### src/design/art_pkg.sv
/*
  Constants for the PWM auto-reload timer: register offsets, field
  positions, reset values and timing figures.
  Assumes a classic Wishbone slave with 32-bit data, 8-bit registers.
*/
package art_pkg;
  // Register byte offsets (one aligned word each)
  localparam logic [7:0] off_csr = 8'h00; // Timer control/status
  localparam logic [7:0] off_car = 8'h04; // Counter access
  localparam logic [7:0] off_arr = 8'h08; // Auto-reload value
  localparam logic [7:0] off_pwm_output_control = 8'h0c; // PWM output control
  localparam logic [7:0] off_dcr0 = 8'h10; // Duty cycle 0..3 at 10,14,18,1c
  localparam logic [7:0] off_iccsr = 8'h20; // Capture control/status
  localparam logic [7:0] off_icr1 = 8'h24; // Capture value 1
  localparam logic [7:0] off_icr2 = 8'h28; // Capture value 2
  localparam logic [7:0] off_halt = 8'h2c; // Halt mode status, read only
  // Control/status field positions
  localparam int csr_ext_bit = 7; // External clock select
  localparam int csr_div_lsb = 4; // Counter clock divider [6:4]
  localparam int csr_en_bit = 3; // Counter enable
  localparam int csr_frl_bit = 2; // Forced reload
  localparam int csr_oie_bit = 1; // Overflow interrupt enable
  localparam int csr_ovf_bit = 0; // Overflow flag
  // Capture control/status field positions
  localparam int icc_edge_lsb = 4; // Edge select [5:4]
  localparam int icc_cie_lsb = 2; // Capture int enable [3:2]
  localparam int icc_cf_lsb = 0; // Capture flag [1:0]
  // Reset values
  localparam logic [7:0] reg_reset = 8'h00; // All registers
  localparam logic [6:0] presc_reset = 7'h00; // Prescaler
  // Counter top value before overflow
  localparam logic [7:0] count_top = 8'hff;
endpackage : art_pkg

### src/design/pwm_auto_reload_timer.sv
/*
  PWM auto-reload timer: 8-bit counter with 7-bit prescaler, four PWM
  channels sharing one period, overflow time base, event counter and two
  input capture channels with halt wake-up. Classic Wishbone slave.
  Assumes pins synchronous to clk_i; chip halt state given on halt_i.
*/
// Function
// - 8-bit counter steps on prescaler output
// - Overflow reloads counter, prescaler untouched
// - Software reads and writes live counter
// - 7-bit prescaler, divide by two to field
// - Prescaler input CPU or external clock
// - Enable clear freezes prescaler and counter
// - Reset clears counter, prescaler, selects CPU
// - Counter write clears prescaler, forced reload only with enable set
// - Hidden compares load from duty at overflow
// - Output enable drives channel pin
// - Shared period is 256 minus reload
// - Overflow sets polarity level, compare restores
// - Waveform only when compare exceeds reload
// - PWM generation stops during halt
// - Overflow sets flag, optional interrupt
// - Event mode flags after 256 minus reload
// - Capture edge latches counter, sets flag
// - Edge select picks rising or falling
// - Capture blocked until value read
// - Capture input synchronised, two edges
// - Halt: no capture, edge still wakes
// - Reading control/status clears overflow flag
// - Reading capture value clears its flag
// - Forced reload write-only, reads zero
// - Polarity sets level, change acts immediately
`timescale 1ns/1ps
`default_nettype none

module pwm_auto_reload_timer (
  input wire logic clk_i, // System clock, 100 MHz
  input wire logic rst_i, // Synchronous reset, active high
  input wire logic wb_cyc_i, // Wishbone cycle
  input wire logic wb_stb_i, // Wishbone strobe
  input wire logic wb_we_i, // Wishbone write enable
  input wire logic [7:0] wb_adr_i, // Wishbone byte address
  input wire logic [3:0] wb_sel_i, // Wishbone byte selects
  input wire logic [31:0] wb_dat_i, // Wishbone write data
  output logic [31:0] wb_dat_o, // Wishbone read data
  output logic wb_ack_o, // Wishbone acknowledge
  input wire logic external_clock_input, // External count clock
  input wire logic [1:0] capture_input_pin, // Capture pins
  input wire logic halt_i, // Chip in halt mode
  output logic [3:0] pwm_output_pin, // PWM pin levels
  output logic [3:0] pwm_output_pin_oe, // PWM pin drive enables
  output logic overflow_irq_o, // Overflow interrupt request
  output logic [1:0] capture_irq_o, // Capture interrupt requests
  output logic [1:0] wakeup_o // Halt wake-up pulses
);

  ////////////////////////////////////////////////////////////////////
  // Registers
  logic [7:0] timer_control_status; // Control bits, flag at bit 0
  logic [7:0] counter_access_reg; // Live counter
  logic [7:0] auto_reload_value; // Reload value
  logic [7:0] pwm_output_control; // Enables [7:4], polarity [3:0]
  logic [7:0] duty_cycle_reg [4]; // Duty cycle per channel
  logic [7:0] hidden_compare_value [4]; // Double-buffered compares
  logic [5:0] capture_ctrl_reg; // Edge select and int enables
  logic [1:0] capture_flag; // Capture flags
  logic [7:0] capture_value_reg [2]; // Captured counter values
  logic [6:0] presc_reg; // Prescaler
  logic [3:0] pwm_raw_reg; // Waveform before polarity
  logic ext_prev_reg; // External clock last level
  logic [1:0] cap_s1_reg; // Capture sync stage 1
  logic [1:0] cap_s2_reg; // Capture sync stage 2
  logic [1:0] cap_s3_reg; // Capture sync previous level
  logic [1:0] pin_prev_reg; // Raw pin last level for halt
  logic [7:0] presc_next; // Next prescaler
  logic [7:0] presc_cnt_next; // Wide prescaler sum

  ////////////////////////////////////////////////////////////////////
  // Bus decode
  logic bus_req; // Request live and not yet answered
  logic wr_stb; // Write taken this cycle
  logic rd_stb; // Read taken this cycle
  logic [7:0] wr_byte; // Low lane write data

  assign bus_req = wb_cyc_i && wb_stb_i && !wb_ack_o;
  assign wr_stb = bus_req && wb_we_i && wb_sel_i[0];
  assign rd_stb = bus_req && !wb_we_i;
  assign wr_byte = wb_dat_i[7:0];

  // Address match helper
  function automatic logic hit(input logic [7:0] adr, input logic [7:0] off);
    hit = (adr == off);
  endfunction : hit

  ////////////////////////////////////////////////////////////////////
  // Clock selection and prescaler
  logic ext_sel; // External clock chosen
  logic cnt_en; // Counter enable
  logic [2:0] div_sel; // Divider tap
  logic in_tick; // One prescaler input event
  logic cnt_tick; // One counter clock event
  logic overflow; // Counter overflow this cycle
  logic car_wr; // Counter access write
  logic frl_wr; // Forced reload write

  assign ext_sel = timer_control_status[art_pkg::csr_ext_bit];
  assign cnt_en = timer_control_status[art_pkg::csr_en_bit];
  assign div_sel = timer_control_status[art_pkg::csr_div_lsb +: 3];
  // CPU clock ticks every cycle, external on a rising edge
  assign in_tick = ext_sel ? (external_clock_input && !ext_prev_reg) : 1'b1;
  assign presc_cnt_next = {1'b0, presc_reg} + 8'h01;
  // Tap n fires when the low n bits roll over
  assign cnt_tick = cnt_en && in_tick &&
                    ((presc_reg & ((7'h01 << div_sel) - 7'h01)) ==
                     ((7'h01 << div_sel) - 7'h01));
  assign overflow = cnt_tick && (counter_access_reg == art_pkg::count_top);
  assign car_wr = wr_stb && hit(wb_adr_i, art_pkg::off_car);
  assign frl_wr = wr_stb && hit(wb_adr_i, art_pkg::off_csr) &&
                  wr_byte[art_pkg::csr_frl_bit];
  assign presc_next = presc_cnt_next;

  // External clock edge detect
  always_ff @(posedge clk_i) begin
    if (rst_i) begin
      ext_prev_reg <= 1'b0;
    end else begin
      ext_prev_reg <= external_clock_input;
    end
  end

  // Prescaler: frozen when disabled, cleared on counter write or on forced reload with enable set
  always_ff @(posedge clk_i) begin
    if (rst_i) begin
      presc_reg <= art_pkg::presc_reset;
    end else if (car_wr || (frl_wr && wr_byte[art_pkg::csr_en_bit])) begin
      presc_reg <= art_pkg::presc_reset;
    end else if (cnt_en && in_tick) begin
      presc_reg <= presc_next[6:0];
    end
  end

  ////////////////////////////////////////////////////////////////////
  // Counter
  always_ff @(posedge clk_i) begin
    if (rst_i) begin
      counter_access_reg <= art_pkg::reg_reset;
    end else if (car_wr) begin
      counter_access_reg <= wr_byte;
    end else if (frl_wr) begin
      counter_access_reg <= auto_reload_value;
    end else if (overflow) begin
      counter_access_reg <= auto_reload_value;
    end else if (cnt_tick) begin
      counter_access_reg <= counter_access_reg + 8'h01;
    end
  end

  ////////////////////////////////////////////////////////////////////
  // Control/status register
  always_ff @(posedge clk_i) begin
    if (rst_i) begin
      timer_control_status <= art_pkg::reg_reset;
    end else begin
      if (wr_stb && hit(wb_adr_i, art_pkg::off_csr)) begin
        // Forced reload is not stored
        timer_control_status[7:1] <= {wr_byte[7:3], 1'b0, wr_byte[1]};
      end
      if (overflow) begin
        timer_control_status[art_pkg::csr_ovf_bit] <= 1'b1;
      end else if (rd_stb && hit(wb_adr_i, art_pkg::off_csr)) begin
        timer_control_status[art_pkg::csr_ovf_bit] <= 1'b0;
      end
    end
  end

  // Other software registers
  always_ff @(posedge clk_i) begin
    if (rst_i) begin
      auto_reload_value <= art_pkg::reg_reset;
      pwm_output_control <= art_pkg::reg_reset;
      capture_ctrl_reg <= 6'h00;
      for (int i = 0; i < 4; i++) begin
        duty_cycle_reg[i] <= art_pkg::reg_reset;
      end
    end else if (wr_stb) begin
      if (hit(wb_adr_i, art_pkg::off_arr)) begin
        auto_reload_value <= wr_byte;
      end else if (hit(wb_adr_i, art_pkg::off_pwm_output_control)) begin
        pwm_output_control <= wr_byte;
      end else if (hit(wb_adr_i, art_pkg::off_iccsr)) begin
        capture_ctrl_reg <= wr_byte[5:0];
      end else if (wb_adr_i[7:4] == art_pkg::off_dcr0[7:4] && wb_adr_i[1:0] == 2'h0) begin
        duty_cycle_reg[wb_adr_i[3:2]] <= wr_byte;
      end
    end
  end

  ////////////////////////////////////////////////////////////////////
  // PWM compare and output
  always_ff @(posedge clk_i) begin
    if (rst_i) begin
      pwm_raw_reg <= 4'h0;
      for (int i = 0; i < 4; i++) begin
        hidden_compare_value[i] <= art_pkg::reg_reset;
      end
    end else if (!halt_i) begin
      for (int i = 0; i < 4; i++) begin
        if (overflow) begin
          hidden_compare_value[i] <= duty_cycle_reg[i];
          // Active part starts at overflow only if compare above reload
          pwm_raw_reg[i] <= (duty_cycle_reg[i] > auto_reload_value);
        end else if (cnt_tick && counter_access_reg == hidden_compare_value[i]) begin
          pwm_raw_reg[i] <= 1'b0;
        end
      end
    end
  end

  // Polarity applied at output flop; a polarity write flips next cycle
  always_ff @(posedge clk_i) begin
    if (rst_i) begin
      pwm_output_pin <= 4'h0;
      pwm_output_pin_oe <= 4'h0;
    end else begin
      pwm_output_pin <= pwm_raw_reg ^ pwm_output_control[3:0];
      pwm_output_pin_oe <= pwm_output_control[7:4];
    end
  end

  ////////////////////////////////////////////////////////////////////
  // Input capture
  logic [1:0] edge_sel; // 1 rising, 0 falling
  logic [1:0] cap_ie; // Capture interrupt enables
  logic [1:0] cap_edge; // Synchronised active edge
  logic [1:0] pin_edge; // Raw active edge for halt wake-up

  assign edge_sel = capture_ctrl_reg[art_pkg::icc_edge_lsb +: 2];
  assign cap_ie = capture_ctrl_reg[art_pkg::icc_cie_lsb +: 2];
  assign cap_edge = (edge_sel & cap_s2_reg & ~cap_s3_reg) |
                    (~edge_sel & ~cap_s2_reg & cap_s3_reg);
  assign pin_edge = (edge_sel & capture_input_pin & ~pin_prev_reg) |
                    (~edge_sel & ~capture_input_pin & pin_prev_reg);

  // Two-stage synchroniser and edge history
  always_ff @(posedge clk_i) begin
    if (rst_i) begin
      cap_s1_reg <= 2'h0;
      cap_s2_reg <= 2'h0;
      cap_s3_reg <= 2'h0;
      pin_prev_reg <= 2'h0;
    end else begin
      cap_s1_reg <= capture_input_pin;
      cap_s2_reg <= cap_s1_reg;
      cap_s3_reg <= cap_s2_reg;
      pin_prev_reg <= capture_input_pin;
    end
  end

  // Capture latch, flags and read-clear
  always_ff @(posedge clk_i) begin
    if (rst_i) begin
      capture_flag <= 2'h0;
      for (int i = 0; i < 2; i++) begin
        capture_value_reg[i] <= art_pkg::reg_reset;
      end
    end else begin
      for (int i = 0; i < 2; i++) begin
        if (cap_edge[i] && !capture_flag[i] && !halt_i) begin
          capture_value_reg[i] <= counter_access_reg;
          capture_flag[i] <= 1'b1;
        end else if (rd_stb && hit(wb_adr_i, i == 0 ? art_pkg::off_icr1
                                                    : art_pkg::off_icr2)) begin
          capture_flag[i] <= 1'b0;
        end
      end
    end
  end

  ////////////////////////////////////////////////////////////////////
  // Interrupt and wake-up outputs
  always_ff @(posedge clk_i) begin
    if (rst_i) begin
      overflow_irq_o <= 1'b0;
      capture_irq_o <= 2'h0;
      wakeup_o <= 2'h0;
    end else begin
      overflow_irq_o <= timer_control_status[art_pkg::csr_ovf_bit] &&
                        timer_control_status[art_pkg::csr_oie_bit];
      capture_irq_o <= capture_flag & cap_ie;
      wakeup_o <= halt_i ? (pin_edge & cap_ie) : 2'h0;
    end
  end

  ////////////////////////////////////////////////////////////////////
  // Wishbone answer: one wait state, ack one cycle
  always_ff @(posedge clk_i) begin
    if (rst_i) begin
      wb_ack_o <= 1'b0;
      wb_dat_o <= 32'h0000_0000;
    end else begin
      wb_ack_o <= bus_req;
      wb_dat_o <= 32'h0000_0000;
      if (rd_stb) begin
        if (hit(wb_adr_i, art_pkg::off_csr)) begin
          // Forced reload bit is stored as zero
          wb_dat_o[7:0] <= timer_control_status;
        end else if (hit(wb_adr_i, art_pkg::off_car)) begin
          wb_dat_o[7:0] <= counter_access_reg;
        end else if (hit(wb_adr_i, art_pkg::off_arr)) begin
          wb_dat_o[7:0] <= auto_reload_value;
        end else if (hit(wb_adr_i, art_pkg::off_pwm_output_control)) begin
          wb_dat_o[7:0] <= pwm_output_control;
        end else if (wb_adr_i[7:4] == art_pkg::off_dcr0[7:4] && wb_adr_i[1:0] == 2'h0) begin
          wb_dat_o[7:0] <= duty_cycle_reg[wb_adr_i[3:2]];
        end else if (hit(wb_adr_i, art_pkg::off_iccsr)) begin
          wb_dat_o[7:0] <= {2'h0, capture_ctrl_reg[5:2], capture_flag};
        end else if (hit(wb_adr_i, art_pkg::off_icr1)) begin
          wb_dat_o[7:0] <= capture_value_reg[0];
        end else if (hit(wb_adr_i, art_pkg::off_icr2)) begin
          wb_dat_o[7:0] <= capture_value_reg[1];
        end else if (hit(wb_adr_i, art_pkg::off_halt)) begin
          wb_dat_o[7:0] <= {7'h00, halt_i};
        end
      end
    end
  end

endmodule : pwm_auto_reload_timer

`default_nettype wire
### config.mk
export PLATFORM = sky130hd
export DESIGN_NAME = pwm_auto_reload_timer
export DESIGN_NICKNAME = d
export VERILOG_FILES = /design/src/design/art_pkg.sv /design/src/design/pwm_auto_reload_timer.sv
export SDC_FILE = /design/constraint.sdc
export NUM_CORES = 1
export LEC_CHECK = 0
export BUFFER_PORTS_ARGS = -buffer_cell sky130_fd_sc_hd__buf_2
export CELL_PAD_IN_SITES_DETAIL_PLACEMENT = 0
export CELL_PAD_IN_SITES_GLOBAL_PLACEMENT = 1
export CORE_ASPECT_RATIO = 2
export CORE_UTILIZATION = 49
export CTS_CLUSTER_DIAMETER = 150
export DETAILED_ROUTE_END_ITERATION = 16
export HOLD_SLACK_MARGIN = 0.08
export MAX_ROUTING_LAYER = met4
export PLACE_DENSITY_LB_ADDON = 0.1
export SYNTH_ARGS = -nofsm -noshare
export SYNTH_HDL_FRONTEND = slang
export SYNTH_SLANG_ARGS = --single-unit
### constraint.sdc
create_clock -name clk_i -period 12.7 [get_ports clk_i]
set_input_delay 3.175 -clock clk_i [delete_from_list [all_inputs] [get_ports clk_i]]
set_output_delay 3.175 -clock clk_i [all_outputs]
set_load 0.01 [all_outputs]
==> flow_metrics.env <==
export IMPL_cp_depth=7
export IMPL_synth_top_family_by_area="simple AND/OR/NAND/NOR gates"
export IMPL_wire_per_inst_um=23.12
export IMPL_die_h_um=182.8
export IMPL_antenna_found_initial=0
export IMPL_grt_total_usage_pct=30.87
export IMPL_cts_buffer_depth=2
export IMPL_fin_util_pct=56.69
export IMPL_worstSetupEndpointType="flip-flop"
export IMPL_skew_ns=0.01247
export IMPL_initial_core_util_pct=50.52
export IMPL_row_count=65
export IMPL_worst_pin_slew_ns=1.111
export IMPL_via_per_inst=5.847
export IMPL_outcome="completed"
export IMPL_path_cells="buf_2 > inv_1 > nand2_1 > nor3_1 > a2111oi_0 > a22oi_1 > o21ai_0"
export IMPL_yosysWarningCount=0
export IMPL_drtIter0Drc=454
export IMPL_root_buffer="clkbuf_16"
export IMPL_drive_above_1_share_pct=13.40
export IMPL_core_sq_um=15860
export IMPL_synthCells=784
export IMPL_cts_sinks=157
export IMPL_start_kind="input pin"
export IMPL_io_pins=99
export IMPL_synth_compound_area_share_pct=10.37
export IMPL_hold_path_class="flip-flop to flip-flop"
export IMPL_cts_tree="built"
export IMPL_hpwl_um=18100
export IMPL_dieArea_sq_um=16900
export IMPL_r2r_slack_ns=9.54
export IMPL_crit_arrival_ns=5.89
export IMPL_area_growth_pct=12.23
export IMPL_cts_made_buffers=17
export IMPL_hold_buffers=0
export IMPL_grt_max_degree=62
export IMPL_cts_htree_levels=4
export IMPL_syn_area_sq_um=8011
export IMPL_synthTopCellsByArea="edfxtp_1 30%, dfxtp_1 19%, ha_1 5.3%, xor2_1 3.9%, and2_1 3.5%"
export IMPL_remaining_drc_errors=0
export IMPL_peakVddDrop_uv=98.44
export IMPL_cp_max_fo=33
export IMPL_gp_congestion=0.9491
export IMPL_cts_setup_buffers=0
export IMPL_muxShareOfSynthArea_pct=5.997
export IMPL_power_density_nw_per_um2=127.4
export IMPL_preCtsSetupSlack_ns=6.784
export IMPL_hold_viol=0
export IMPL_synth_cell_types=57
export IMPL_rsz0062_at_grt="false"
export IMPL_overflow=0
export IMPL_cpLargestDelayFamily="compound AO/OA/AOI/OAI gates"
export IMPL_worst_setup_path_type="input pin to flip-flop"
export IMPL_fillCellCount=1447
export IMPL_die_x_um=92.42
export IMPL_finalCritPeriodShare_pct=43.59
export IMPL_diodes=0
export IMPL_crit_slowest_cell="a2111oi_0"
export IMPL_synth_top_area_share_pct=29.99
export IMPL_clk_insertion_delay_late_ns=0.44
export IMPL_vias=6063
export IMPL_required_ns=13.05
export IMPL_post_cts_resized=0
export IMPL_p_leak_nw=3.659
export IMPL_reg2reg_depth=6
export IMPL_reg2reg_to="counter_access_reg[3]"
export IMPL_ys_flop_type="edfxtp_1"
export IMPL_clk_pin_slew_ns=0.07
export IMPL_setup_ws_ns=7.164
export IMPL_synthAdderAreaFrac_pct=5.310
export IMPL_dr_pass1_iters=5
export IMPL_relSlewSlack_pct=24.03
export IMPL_grt_pass1_wl_um=36340
export IMPL_critPathBufInv=2
export IMPL_totalWireLength_um=23980
export IMPL_synth_simple_area_share_pct=18.71
export IMPL_slew_violations=0
export IMPL_avgSynthCellArea_sq_um=10.22
export IMPL_synth_seq_cells=157
export IMPL_ys_seq_area_share_pct=49.23
export IMPL_synth_async_reset_ratio_pct=0
export IMPL_timing_rr_start="counter_access_reg[0]"
export IMPL_synth_edff_count=80
export IMPL_final_cell_mix="80 x edfxtp_1, 77 x dfxtp_1, 69 x nor2_1"
export IMPL_drtAntennaViolNets=0
export IMPL_crit_start="wb_adr_i[3]"
export IMPL_critPathCapture="counter_access_reg[0]"
export IMPL_synth_xor_area_share_pct=5.138
export IMPL_grt_pass1_vias=6097
export IMPL_setup_tns_ns=0
export IMPL_finalPower_w=0.001146
export IMPL_cap_violations=0
export IMPL_setup_viol=0
export IMPL_fmax_ghz=0.1806
export IMPL_max_stage_delay_ns=1.00
export IMPL_io_buffers=47
export IMPL_min_period_ns=5.536
export IMPL_final_common_cell="edfxtp_1"
export IMPL_synth_top_area_cell="edfxtp_1"
export IMPL_nets=910
[cells in the mapped netlist, types with 2 or more instances]
cell type  count
edfxtp_1      80
dfxtp_1       77
nor2_1        69
nand2_1       67
and2_1        45
a21oi_1       41
xor2_1        36
ha_1          34
o21ai_0       30
and3_1        28
clkbuf_1      26
buf_4         24
inv_1         22
mux2i_1       21
nand3_1       21
nor2b_1       14
mux4_2        11
nor3_1        11
nor4_1        11
xnor2_1       11
a21o_1         9
buf_1          8
a211oi_1       7
a22oi_1        7
or3_1          7
o22ai_1        6
nand2b_1       5
nand4_1        5
o31ai_1        5
a31oi_1        4
nor3b_1        4
o41ai_1        4
a221oi_1       3
a32oi_1        2
and4_1         2
buf_2          2
mux2_2         2
o21a_1         2
o31a_1         2
or4_1          2
[kinds of logic after synthesis]
logic type,count (synthesis)
simple gates,296
flops,157
compound gates,131
buf+inv,84
xor+xnor,47
fa+ha+maj,34
mux,34
other cells,1
[worst min path at each step]
stage	start	to	slack [ns]	cells past startpoint
floorplan	auto_reload_value[3]	auto_reload_value[3]	0.44	2
global placement	pin_prev_reg[1]	cap_s2_reg[1]	0.47	1
detailed placement	cap_s2_reg[0]	cap_s3_reg[0]	0.47	1
CTS	pin_prev_reg[0]	cap_s2_reg[0]	0.48	1
global route	auto_reload_value[3]	auto_reload_value[3]	0.51	2
finish	pin_prev_reg[1]	cap_s2_reg[1]	0.48	1
[layout make-up]
type	instances	area, sq um	share of cell area, %
tap	201	251.5	2.797
multi-input combinational	566	3770	41.93
clock inverter	13	142.6	1.586
clock buffer	19	475.5	5.288
timing repair buffer	59	325.3	3.618
sequential	157	3944	43.86
inverter	22	82.58	0.9185
[report_power, final]
part	internal, W	switching [W]
logic	0.0000206	0.0000447
registers	0.000544	0.00000759
clock network	0.000302	0.000227
total	0.000866	0.000279
[stage by stage]
| step | cell area, sq um | std cells | hold slack, ns |
|---|---|---|---|
| 3_3_place_gp | 8373 | 1005 | 0.4657 |
| 6_report | 8991 | 1037 | 0.4831 |
| 4_1_cts | 8991 | 1037 | 0.4841 |
| 2_1_floorplan | 8098 | 807 | 0.4445 |
| 5_1_grt | 8991 | 1037 | 0.5086 |
| 3_5_place_dp | 8373 | 1005 | 0.4718 |
[metal layers]
metal | part of all wire (%) | up-vias | track usage (%)
li1 | - | 2843 | -
met2 | 57 | 233 | 57.57
met3 | 3.9 | 71 | 3.773
met1 | 34 | 2916 | 29.97
met5 | 0 | - | -
met4 | 5.4 | 0 | 17.50
[worst reg2reg max path, stage by stage (launching register included)]
cell and delay, ns:
dfxtp_1 0.84, ha_1 0.31, nand3_1 0.16, nor3_1 0.90
nor4_1 0.30, a222oi_1 0.38, a211oi_1 0.12
Power figures use the tool's default switching activity.
